[src/verilog/mses_pkg.sv]
// constants shared by the mesh stop event selection block
`default_nettype none
package mses_pkg;
  // ---------------------------------------------------------------
  // field widths
  // ---------------------------------------------------------------
  localparam int unsigned MSES_CODE_W  = 8;
  localparam int unsigned MSES_UMASK_W = 8;
  localparam int unsigned MSES_CLS_N   = 8;

  // ---------------------------------------------------------------
  // event codes
  // ---------------------------------------------------------------
  localparam logic [7:0] MSES_EVT_OCC        = 8'he0;
  localparam logic [7:0] MSES_EVT_ALLOC      = 8'he1;
  localparam logic [7:0] MSES_EVT_BYPASS     = 8'he2;
  localparam logic [7:0] MSES_EVT_CRD_STARVE = 8'he3;
  localparam logic [7:0] MSES_EVT_CRD_EXT    = 8'he4;
  localparam logic [7:0] MSES_EVT_PRIO_STV   = 8'he5;
  localparam logic [7:0] MSES_EVT_HSINK      = 8'had;
  localparam logic [7:0] MSES_EVT_VSINK      = 8'hab;
  localparam logic [7:0] MSES_EVT_ADDR_AG0   = 8'hd0;
  localparam logic [7:0] MSES_EVT_ADDR_AG1   = 8'hd2;
  localparam logic [7:0] MSES_EVT_DATA_AG0   = 8'hd4;

  // ---------------------------------------------------------------
  // ingress class bit positions in the unit mask
  // ---------------------------------------------------------------
  localparam int unsigned MSES_CLS_ADDR_UNCRD = 0;
  localparam int unsigned MSES_CLS_ACK        = 1;
  localparam int unsigned MSES_CLS_DATA_UNCRD = 2;
  localparam int unsigned MSES_CLS_INVAL      = 3;
  localparam int unsigned MSES_CLS_ADDR_CRD   = 4;
  localparam int unsigned MSES_CLS_DATA_CRD   = 6;
  localparam int unsigned MSES_CLS_ACK_CRD    = 7;

  // ---------------------------------------------------------------
  // unit mask bits each event honours
  // ---------------------------------------------------------------
  localparam logic [7:0] MSES_ING_MASK    = 8'hdf; // bits 0-4, 6, 7
  localparam logic [7:0] MSES_PRIO_MASK   = 8'h55; // addr/data both kinds
  localparam logic [7:0] MSES_CRD_EXT_MSK = 8'h80; // ack-credit only
  localparam logic [7:0] MSES_HSINK_MASK  = 8'h2f; // 0-3 and agent1 ack
  localparam logic [7:0] MSES_VSINK_MASK  = 8'h1f; // 0-3 and ack credit
  localparam logic [7:0] MSES_XGR_MASK    = 8'hff; // transgress 0..7
  localparam logic [7:0] MSES_UMASK_RST   = 8'h00;
  localparam logic [7:0] MSES_CODE_RST    = 8'h00;

  // ---------------------------------------------------------------
  // timing
  // ---------------------------------------------------------------
  localparam int unsigned MSES_STARVE_CYC = 64; // blocked cycles to starve

  // ---------------------------------------------------------------
  // decoded event kinds
  // ---------------------------------------------------------------
  typedef enum logic [3:0] {
    MSES_K_NONE     = 4'h0,
    MSES_K_OCC      = 4'h1,
    MSES_K_ALLOC    = 4'h2,
    MSES_K_BYPASS   = 4'h3,
    MSES_K_CRD_STV  = 4'h4,
    MSES_K_CRD_EXT  = 4'h5,
    MSES_K_PRIO_STV = 4'h6,
    MSES_K_HSINK    = 4'h7,
    MSES_K_VSINK    = 4'h8,
    MSES_K_ADDR_AG0 = 4'h9,
    MSES_K_ADDR_AG1 = 4'ha,
    MSES_K_DATA_AG0 = 4'hb
  } mses_kind_t;
endpackage
`default_nettype wire

[src/verilog/mses_top.sv]
// event selection and qualification for mesh stop performance counting
//
// Functional notes
// - Code e1 counts each ingress allocation of a class enabled in the unit mask.
// - The ingress queue holds mesh requests until forwarded; its entries feed these events.
// - Code e0 adds, every cycle, the ingress occupancy of each enabled class.
// - Code e2 counts each packet of an enabled class that bypasses the ingress.
// - An ingress class enters starvation mode after a prolonged inability to inject.
// - Code e5 counts starvation cycles lost to the competing queue, for enabled addr and data classes only.
// - Codes e3 and e4 count starvation cycles for lack of egress credit; e4 is ack-credit only.
// - Setting credited and uncredited bits of one class counts the sum of both for e0, e1 and e2, and one per cycle for e3 and e5.
// - Codes d0, d2, d4 count addr agent0, addr agent1, data agent0 transgress credit stalls.
// - For those stall events mask bit n enables transgress index n, n from 0 to 7.
// - Code ad counts horizontal sink starvation per ring class, bit 5 is ack to agent 1.
// - Code ab counts vertical sink starvation per ring class, bit 4 is the ack credit class.
`default_nettype none
module mses_top
  import mses_pkg::*;
#(
  parameter int unsigned OCC_W      = 6,
  parameter int unsigned STARVE_CYC = MSES_STARVE_CYC,
  parameter int unsigned INC_W      = OCC_W + 3
)(
  input  wire logic                        CLK_I,
  input  wire logic                        ARST_N_I,
  // counter control from software
  input  wire logic [MSES_CODE_W-1:0]      EVT_CODE_I,
  input  wire logic [MSES_UMASK_W-1:0]     UMASK_I,
  input  wire logic                        COUNT_EN_I,
  // ingress datapath conditions, one bit per class; occupancy OCC_W bits per class
  input  wire logic [MSES_CLS_N-1:0]       ING_ALLOC_I,
  input  wire logic [MSES_CLS_N-1:0]       ING_BYPASS_I,
  input  wire logic [MSES_CLS_N*OCC_W-1:0] ING_OCC_I,
  input  wire logic [MSES_CLS_N-1:0]       ING_BLOCKED_I,
  input  wire logic [MSES_CLS_N-1:0]       ING_PRIO_LOSS_I,
  input  wire logic [MSES_CLS_N-1:0]       ING_NO_CRD_I,
  // ring sink starvation conditions
  input  wire logic [MSES_CLS_N-1:0]       HSINK_STARVE_I,
  input  wire logic [MSES_CLS_N-1:0]       VSINK_STARVE_I,
  // egress stalls per transgress index
  input  wire logic [MSES_CLS_N-1:0]       ADDR_AG0_STALL_I,
  input  wire logic [MSES_CLS_N-1:0]       ADDR_AG1_STALL_I,
  input  wire logic [MSES_CLS_N-1:0]       DATA_AG0_STALL_I,
  // counter increment and status
  output logic      [INC_W-1:0]            INC_O,
  output logic                             EVT_HIT_O,
  output logic                             CODE_OK_O,
  output logic      [MSES_CLS_N-1:0]       STARVE_MODE_O
);
  // ---------------------------------------------------------------
  // declarations
  // ---------------------------------------------------------------
  // decode and selection
  mses_kind_t                  kind;
  logic [MSES_CLS_N-1:0]       valid_msk;
  logic [MSES_CLS_N-1:0]       cond_vec;
  logic [MSES_CLS_N-1:0]       ing_en;
  logic [MSES_CLS_N-1:0]       hit_vec;

  // starvation mode and its causes
  logic [MSES_CLS_N-1:0]       starve;
  logic [MSES_CLS_N-1:0]       prio_stv;
  logic [MSES_CLS_N-1:0]       crd_stv;

  // increment amount
  logic [INC_W-1:0]            occ_sum;
  logic [INC_W-1:0]            cnt_chain [MSES_CLS_N+1];
  logic [INC_W-1:0]            hit_cnt;
  logic [INC_W-1:0]            inc_sel;
  logic                        any_hit;
  logic                        is_occ;
  logic                        is_sum;

  // output registers and their next values
  logic [INC_W-1:0]            inc_r;
  logic [INC_W-1:0]            inc_nxt;
  logic                        hit_r;
  logic                        hit_nxt;
  logic                        ok_r;
  logic                        ok_nxt;
  logic [MSES_CLS_N-1:0]       stv_out_r;
  logic [MSES_CLS_N-1:0]       stv_out_nxt;

  // ---------------------------------------------------------------
  // event code decode
  // ---------------------------------------------------------------
  // map the programmed code onto an event kind
  always_comb
  begin
    case (EVT_CODE_I)
      MSES_EVT_OCC:        kind = MSES_K_OCC;
      MSES_EVT_ALLOC:      kind = MSES_K_ALLOC;
      MSES_EVT_BYPASS:     kind = MSES_K_BYPASS;
      MSES_EVT_CRD_STARVE: kind = MSES_K_CRD_STV;
      MSES_EVT_CRD_EXT:    kind = MSES_K_CRD_EXT;
      MSES_EVT_PRIO_STV:   kind = MSES_K_PRIO_STV;
      MSES_EVT_HSINK:      kind = MSES_K_HSINK;
      MSES_EVT_VSINK:      kind = MSES_K_VSINK;
      MSES_EVT_ADDR_AG0:   kind = MSES_K_ADDR_AG0;
      MSES_EVT_ADDR_AG1:   kind = MSES_K_ADDR_AG1;
      MSES_EVT_DATA_AG0:   kind = MSES_K_DATA_AG0;
      default:             kind = MSES_K_NONE;
    endcase
  end

  // ---------------------------------------------------------------
  // injection starvation mode
  // ---------------------------------------------------------------
  // each class tracks how long it has failed to inject
  mses_starve_detect #(
    .CLS_N      (MSES_CLS_N),
    .STARVE_CYC (STARVE_CYC)
  ) u_starve (
    .clk_i      (CLK_I),
    .arst_n_i   (ARST_N_I),
    .blocked_i  (ING_BLOCKED_I),
    .starve_o   (starve)
  );

  // split starvation cycles by their cause
  assign prio_stv = starve & ING_PRIO_LOSS_I;
  assign crd_stv  = starve & ING_NO_CRD_I;

  // ---------------------------------------------------------------
  // condition and mask selection
  // ---------------------------------------------------------------
  // pick the raw condition vector of the selected event
  always_comb
  begin
    case (kind)
      MSES_K_OCC:      cond_vec = '1;               // occupancy gated below
      MSES_K_ALLOC:    cond_vec = ING_ALLOC_I;
      MSES_K_BYPASS:   cond_vec = ING_BYPASS_I;
      MSES_K_CRD_STV:  cond_vec = crd_stv;
      MSES_K_CRD_EXT:  cond_vec = crd_stv;
      MSES_K_PRIO_STV: cond_vec = prio_stv;
      MSES_K_HSINK:    cond_vec = HSINK_STARVE_I;
      MSES_K_VSINK:    cond_vec = VSINK_STARVE_I;
      MSES_K_ADDR_AG0: cond_vec = ADDR_AG0_STALL_I;
      MSES_K_ADDR_AG1: cond_vec = ADDR_AG1_STALL_I;
      MSES_K_DATA_AG0: cond_vec = DATA_AG0_STALL_I;
      default:         cond_vec = '0;
    endcase
  end

  // unit mask bits that the selected event honours
  always_comb
  begin
    case (kind)
      MSES_K_OCC,
      MSES_K_ALLOC,
      MSES_K_BYPASS,
      MSES_K_CRD_STV:  valid_msk = MSES_ING_MASK;
      MSES_K_CRD_EXT:  valid_msk = MSES_CRD_EXT_MSK;
      MSES_K_PRIO_STV: valid_msk = MSES_PRIO_MASK;
      MSES_K_HSINK:    valid_msk = MSES_HSINK_MASK;
      MSES_K_VSINK:    valid_msk = MSES_VSINK_MASK;
      MSES_K_ADDR_AG0,
      MSES_K_ADDR_AG1,
      MSES_K_DATA_AG0: valid_msk = MSES_XGR_MASK;
      default:         valid_msk = '0;
    endcase
  end

  // qualified classes or transgress indices
  assign ing_en  = UMASK_I & valid_msk;
  assign hit_vec = ing_en & cond_vec;
  assign any_hit = |hit_vec;

  // ---------------------------------------------------------------
  // increment amount
  // ---------------------------------------------------------------
  // occupancy adds the depth of every enabled class
  mses_occ_sum #(
    .CLS_N  (MSES_CLS_N),
    .OCC_W  (OCC_W),
    .SUM_W  (INC_W)
  ) u_occ (
    .occ_i  (ING_OCC_I),
    .en_i   (ing_en),
    .sum_o  (occ_sum)
  );

  // allocations and bypasses add one per enabled class that fired
  assign cnt_chain[0] = '0;
  genvar g;
  generate
    for (g = 0; g < MSES_CLS_N; g++)
    begin : g_cnt
      assign cnt_chain[g+1] = cnt_chain[g] + INC_W'(hit_vec[g]);
    end
  endgenerate
  assign hit_cnt = cnt_chain[MSES_CLS_N];

  // cycle events add one when any enabled condition holds
  assign is_occ  = (kind == MSES_K_OCC);
  assign is_sum  = (kind == MSES_K_ALLOC) || (kind == MSES_K_BYPASS);
  assign inc_sel = is_occ ? occ_sum :
                   is_sum ? hit_cnt :
                   INC_W'(any_hit);

  // counting only proceeds while software has it enabled
  assign inc_nxt = COUNT_EN_I ? inc_sel : '0;
  assign hit_nxt = COUNT_EN_I && (is_occ ? (occ_sum != '0) : any_hit);
  assign ok_nxt  = (kind != MSES_K_NONE);

  // ---------------------------------------------------------------
  // output registers
  // ---------------------------------------------------------------
  // one cycle after the condition, the increment is presented
  always_ff @(posedge CLK_I or negedge ARST_N_I)
  begin
    if (!ARST_N_I)
    begin
      inc_r <= '0;
    end
    else
    begin
      inc_r <= inc_nxt;
    end
  end

  // hit flag stands in the same cycle as its increment
  always_ff @(posedge CLK_I or negedge ARST_N_I)
  begin
    if (!ARST_N_I)
    begin
      hit_r <= 1'b0;
    end
    else
    begin
      hit_r <= hit_nxt;
    end
  end

  // supported-code status, recomputed every cycle
  always_ff @(posedge CLK_I or negedge ARST_N_I)
  begin
    if (!ARST_N_I)
    begin
      ok_r <= 1'b0;
    end
    else
    begin
      ok_r <= ok_nxt;
    end
  end

  // starvation mode as presented outside the block
  assign stv_out_nxt = starve;
  always_ff @(posedge CLK_I or negedge ARST_N_I)
  begin
    if (!ARST_N_I)
    begin
      stv_out_r <= '0;
    end
    else
    begin
      stv_out_r <= stv_out_nxt;
    end
  end

  assign INC_O         = inc_r;
  assign EVT_HIT_O     = hit_r;
  assign CODE_OK_O     = ok_r;
  assign STARVE_MODE_O = stv_out_r;
endmodule
`default_nettype wire

[src/verilog/mses_starve_detect.sv]
// per-class injection starvation detector for the ingress
`default_nettype none
module mses_starve_detect
  import mses_pkg::*;
#(
  parameter int unsigned CLS_N      = MSES_CLS_N,
  parameter int unsigned STARVE_CYC = MSES_STARVE_CYC
)(
  input  wire logic             clk_i,
  input  wire logic             arst_n_i,
  input  wire logic [CLS_N-1:0] blocked_i,
  output logic      [CLS_N-1:0] starve_o
);
  localparam int unsigned CNT_W = $clog2(STARVE_CYC + 1);
  localparam logic [CNT_W-1:0] CNT_TOP = CNT_W'(STARVE_CYC);

  // ---------------------------------------------------------------
  // one blocked-cycle counter per class
  // ---------------------------------------------------------------
  genvar g;
  generate
    for (g = 0; g < CLS_N; g++)
    begin : g_cls
      logic [CNT_W-1:0] cnt_r;
      logic [CNT_W-1:0] cnt_nxt;
      logic             stv_r;
      logic             stv_nxt;
      // count consecutive blocked cycles, clear once traffic moves
      assign cnt_nxt = !blocked_i[g] ? '0 :
                       (cnt_r == CNT_TOP) ? cnt_r : cnt_r + CNT_W'(1);
      // enter after a prolonged stall, leave when it clears
      assign stv_nxt = blocked_i[g] && (cnt_nxt == CNT_TOP);
      always_ff @(posedge clk_i or negedge arst_n_i)
      begin
        if (!arst_n_i)
        begin
          cnt_r <= '0;
          stv_r <= 1'b0;
        end
        else
        begin
          cnt_r <= cnt_nxt;
          stv_r <= stv_nxt;
        end
      end
      assign starve_o[g] = stv_r;
    end
  endgenerate
endmodule
`default_nettype wire

[src/verilog/mses_occ_sum.sv]
// adds the occupancy of every enabled ingress class
`default_nettype none
module mses_occ_sum
  import mses_pkg::*;
#(
  parameter int unsigned CLS_N = MSES_CLS_N,
  parameter int unsigned OCC_W = 6,
  parameter int unsigned SUM_W = OCC_W + 3
)(
  input  wire logic [CLS_N*OCC_W-1:0] occ_i,
  input  wire logic [CLS_N-1:0]       en_i,
  output logic      [SUM_W-1:0]       sum_o
);
  // ---------------------------------------------------------------
  // gated per-class terms, summed
  // ---------------------------------------------------------------
  logic [SUM_W-1:0] term [CLS_N];
  genvar g;
  generate
    for (g = 0; g < CLS_N; g++)
    begin : g_term
      assign term[g] = en_i[g] ? SUM_W'(occ_i[g*OCC_W +: OCC_W]) : '0;
    end
  endgenerate

  // running sum of the gated terms
  always_comb
  begin
    sum_o = '0;
    for (int i = 0; i < CLS_N; i++)
    begin
      sum_o = sum_o + term[i];
    end
  end
endmodule
`default_nettype wire

[config.mk]
export PLATFORM = sky130hd
export DESIGN_NAME = mses_top
export DESIGN_NICKNAME = d
export VERILOG_FILES = /design/src/verilog/mses_pkg.sv /design/src/verilog/mses_top.sv /design/src/verilog/mses_starve_detect.sv /design/src/verilog/mses_occ_sum.sv
export SDC_FILE = /design/constraint.sdc
export NUM_CORES = 1
export LEC_CHECK = 0
export BUFFER_PORTS_ARGS = -buffer_cell sky130_fd_sc_hd__buf_2
export CAP_MARGIN = 30
export CORE_UTILIZATION = 55
export DETAILED_ROUTE_END_ITERATION = 8
export GPL_TIMING_DRIVEN = 0
export PLACE_DENSITY = 0.93
export SLEW_MARGIN = 20
export SYNTH_ARGS = -nofsm -noshare
export SYNTH_HDL_FRONTEND = slang
export SYNTH_SLANG_ARGS = --single-unit
[constraint.sdc]
create_clock -name CLK_I -period 8.7 [get_ports CLK_I]
set_clock_uncertainty 0.05 [all_clocks]
set_input_delay 1.305 -clock CLK_I [delete_from_list [all_inputs] [get_ports CLK_I]]
set_output_delay 1.305 -clock CLK_I [all_outputs]
set_load 0.01 [all_outputs]
==> results.json <==
{
  "slew_headroom": 0.565,
  "regToRegStartpoint": "u_starve.g_cls[0].stv_r",
  "cts_buffers": 9,
  "post_route_cells_drive_above_1_share": 0.242,
  "floorplan.die_area_um2": 12000,
  "setup-tns-final_ns": 0,
  "synth_top_flop_cell": "dfrtp_1",
  "grt_antenna_before_repair": 2,
  "first_global_vias": 5869,
  "endpoint_kind": "flip-flop",
  "tightest_slew_ns": 0.653,
  "postLayoutSetupSlackWorst_ns": 0.549,
  "synth_cells": 683,
  "highest_layer": "met4",
  "port_buffers": 163,
  "reg2reg_to": "INC_O[1]",
  "reg2reg_setup_slack_ns": 4.48,
  "total_leakage_power_nw": 3.90,
  "slowest_delay_ns": 0.56,
  "postSynthRegisterBits": 83,
  "hold_viol": 0,
  "pwr_density_cell_nw_per_um2": 124,
  "ctsLongestPathBuffers": 2,
  "clock_sinks": 83,
  "grt.overflow.total": 0,
  "maxCapViolCount": 0,
  "critPathSlowestCell": "fa_1",
  "met2_wirelength_from_detailed_routing_um": 8600,
  "ioPinCount": 166,
  "chipWidth_um": 110,
  "whs_path_depth": 0,
  "die_y_um": 110,
  "met1Wirelength_um": 6680,
  "report.final.slew_viol_count": 0,
  "yosysWarningCount": 0,
  "clkTransAtPathRegs_ns": 0.07,
  "routed-via-count": 5774,
  "hold_path_end": "STARVE_MODE_O[3]",
  "drc_violation_count_after_routing": 0,
  "tritoncts": "yes",
  "clkLatencyLatePin_ns": 0.34,
  "rsz0062_at_grt": "no",
  "cts_htree_levels": 3,
  "report.power.total_mw": 0.957,
  "status": "finished clean",
  "fin_cells": 1004,
  "fmaxAchievable_mhz": 123,
  "worstRegToRegCells": 16,
  "final_setup_violating_endpoints": 0,
  "vdd.ir_drop.worst_v": 0.000106,
  "globalplace.congestion": 0.903,
  "worstPathMaxFanout": 10,
  "timing_worst_setup_path_type": "primary input to flip-flop",
  "async_reset_ff_frac": 1.00,
  "post-route-cell-area_um2": 7720,
  "syn-cell-area_um2": 6370,
  "synth.distinct_cells": 65,
  "yosysSeqAreaShare": 0.326,
  "placedCellCount": 987,
  "timing.critical_path.buf_inv": 9,
  "start_util": 0.575,
  "route.detailed.wl_per_inst_um": 17.6,
  "vias_per_cell": 5.75,
  "place_hpwl_um": 13700,
  "arrival_ns": 8.32,
  "detail_route.iter0.violations": 375,
  "startpoint_type": "primary input",
  "post-cts-setup-buffers": 0,
  "post_synthesis_to_final_layout_area_growth_pct": 21.2,
  "worst_hold_path_startpoint": "u_starve.g_cls[3].stv_r",
  "min_period_ns": 8.15,
  "dr.pass1.iters": 6,
  "grt_util_all_layers": 0.315,
  "rows": 38,
  "totalWireLength_um": 17600,
  "critical_path_required_ns": 8.87,
  "root_buffer": "clkbuf_16",
  "final_core_util": 0.697,
  "global_route_wire_length_before_repair_um": 28100,
  "antenna_violating_nets_post_route": 0,
  "pin_count_of_the_biggest_net_entering_global_routing": 61,
  "timing.hold.worst.class": "flip-flop to flip-flop",
  "postSynthAreaPerCell_um2": 9.32,
  "syn_nets": 902,
  "detailedPlace.worstSlack_ns": 0.218,
  "critPathTopFamily": "adder cells",
  "final_nets": 1077,
  "worst_hold_slack_ns": 0.334,
  "fin_crit_sh": 0.937,
  "met3RoutedLength_um": 1750,
  "placedInstanceArea_um2": 7390,
  "post_synth_edffs": 0,
  "fp.coreArea_um2": 11100
}
## layout make-up
| class | count | area, µm² |
|---|---|---|
| flip-flops and latches | 83 | 2080 |
| repair buffers | 164 | 846 |
| multi-input cells | 513 | 3960 |
| clock buffers | 10 | 239 |
| plain buffers | 14 | 57.6 |
| diodes | 2 | 5.00 |
| well taps | 140 | 175 |
| fillers | 846 | 3360 |
| clock inverters | 5 | 85.1 |
| inverters | 73 | 274 |
## sequential cells by signal (all words and copies together), names as in the netlist
register and flops:
u_starve.g_cls.cnt_r 56, INC_O 9, STARVE_MODE_O 8, u_starve.g_cls.stv_r 8, CODE_OK_O 1, EVT_HIT_O 1
## routing by layer
metal,vias up,track usage
met3,55,0.0735
met2,295,0.552
met4,0,0.128
met5,-,0
li1,2670,-
met1,2754,0.371
## layout by cell type, fill, tap and decap left out, types with 15 or more instances in the layout
cell | netlist | routed
dfrtp_1 | 83 | 83
buf_2 | 3 | 165
a21oi_1 | 15 | 15
nor2_1 | 62 | 62
nand3_1 | 24 | 24
and3_1 | 18 | 18
inv_1 | 73 | 73
and2_1 | 58 | 58
xnor2_1 | 37 | 37
fa_1 | 39 | 39
nand2_1 | 59 | 59
ha_1 | 33 | 33
o21ai_0 | 26 | 26
xor2_1 | 17 | 17
## worst max path at each step
stage | startpoint | endpoint | depth (start not counted)
2_1_floorplan | EVT_CODE_I[2] | EVT_HIT_O | 29
3_3_place_gp | EVT_CODE_I[2] | EVT_HIT_O | 29
4_1_cts | EVT_CODE_I[2] | EVT_HIT_O | 29
3_5_place_dp | EVT_CODE_I[2] | EVT_HIT_O | 29
5_1_grt | EVT_CODE_I[2] | EVT_HIT_O | 29
6_report | EVT_CODE_I[2] | EVT_HIT_O | 29
## logic make-up (layout without fill, tap and decap cells)
group / count (synthesis) / after routing / share of synthesized area
other: 0 / 2 / 0
adders and majority gates: 72 / 72 / 0.187
AOI/OAI and AO/OA: 105 / 105 / 0.122
and+or+nand+nor: 282 / 282 / 0.239
xor gates and xnor gates: 54 / 54 / 0.0743
buffers and inverters: 87 / 266 / 0.0519
DFF: 83 / 83 / 0.326
## power by group
part / internal, mW / switching, mW
combinational: 0.0605 / 0.0740
clock: 0.260 / 0.159
sequential: 0.395 / 0.00885
total: 0.716 / 0.242
## synthesized netlist by cell type (11+ instances only)
| library cell | number | area [µm²] |
|---|---|---|
| inv_1 | 73 | 274 |
| nand2_1 | 59 | 221 |
| ha_1 | 33 | 413 |
| nand3_1 | 24 | 120 |
| and2_1 | 58 | 363 |
| fa_1 | 39 | 781 |
| xnor2_1 | 37 | 324 |
| and3_1 | 18 | 113 |
| nor2b_1 | 11 | 68.8 |
| nor2_1 | 62 | 233 |
| o21ai_0 | 26 | 130 |
| a21oi_1 | 15 | 75.1 |
| dfrtp_1 | 83 | 2080 |
| xor2_1 | 17 | 149 |
## timing repair
action / CTS / global route
endpoints found under the setup margin: 0 / 1
resized for setup: 0 / 2
hold buffers: 0 / 0
(Power assumes the default switching activity.)
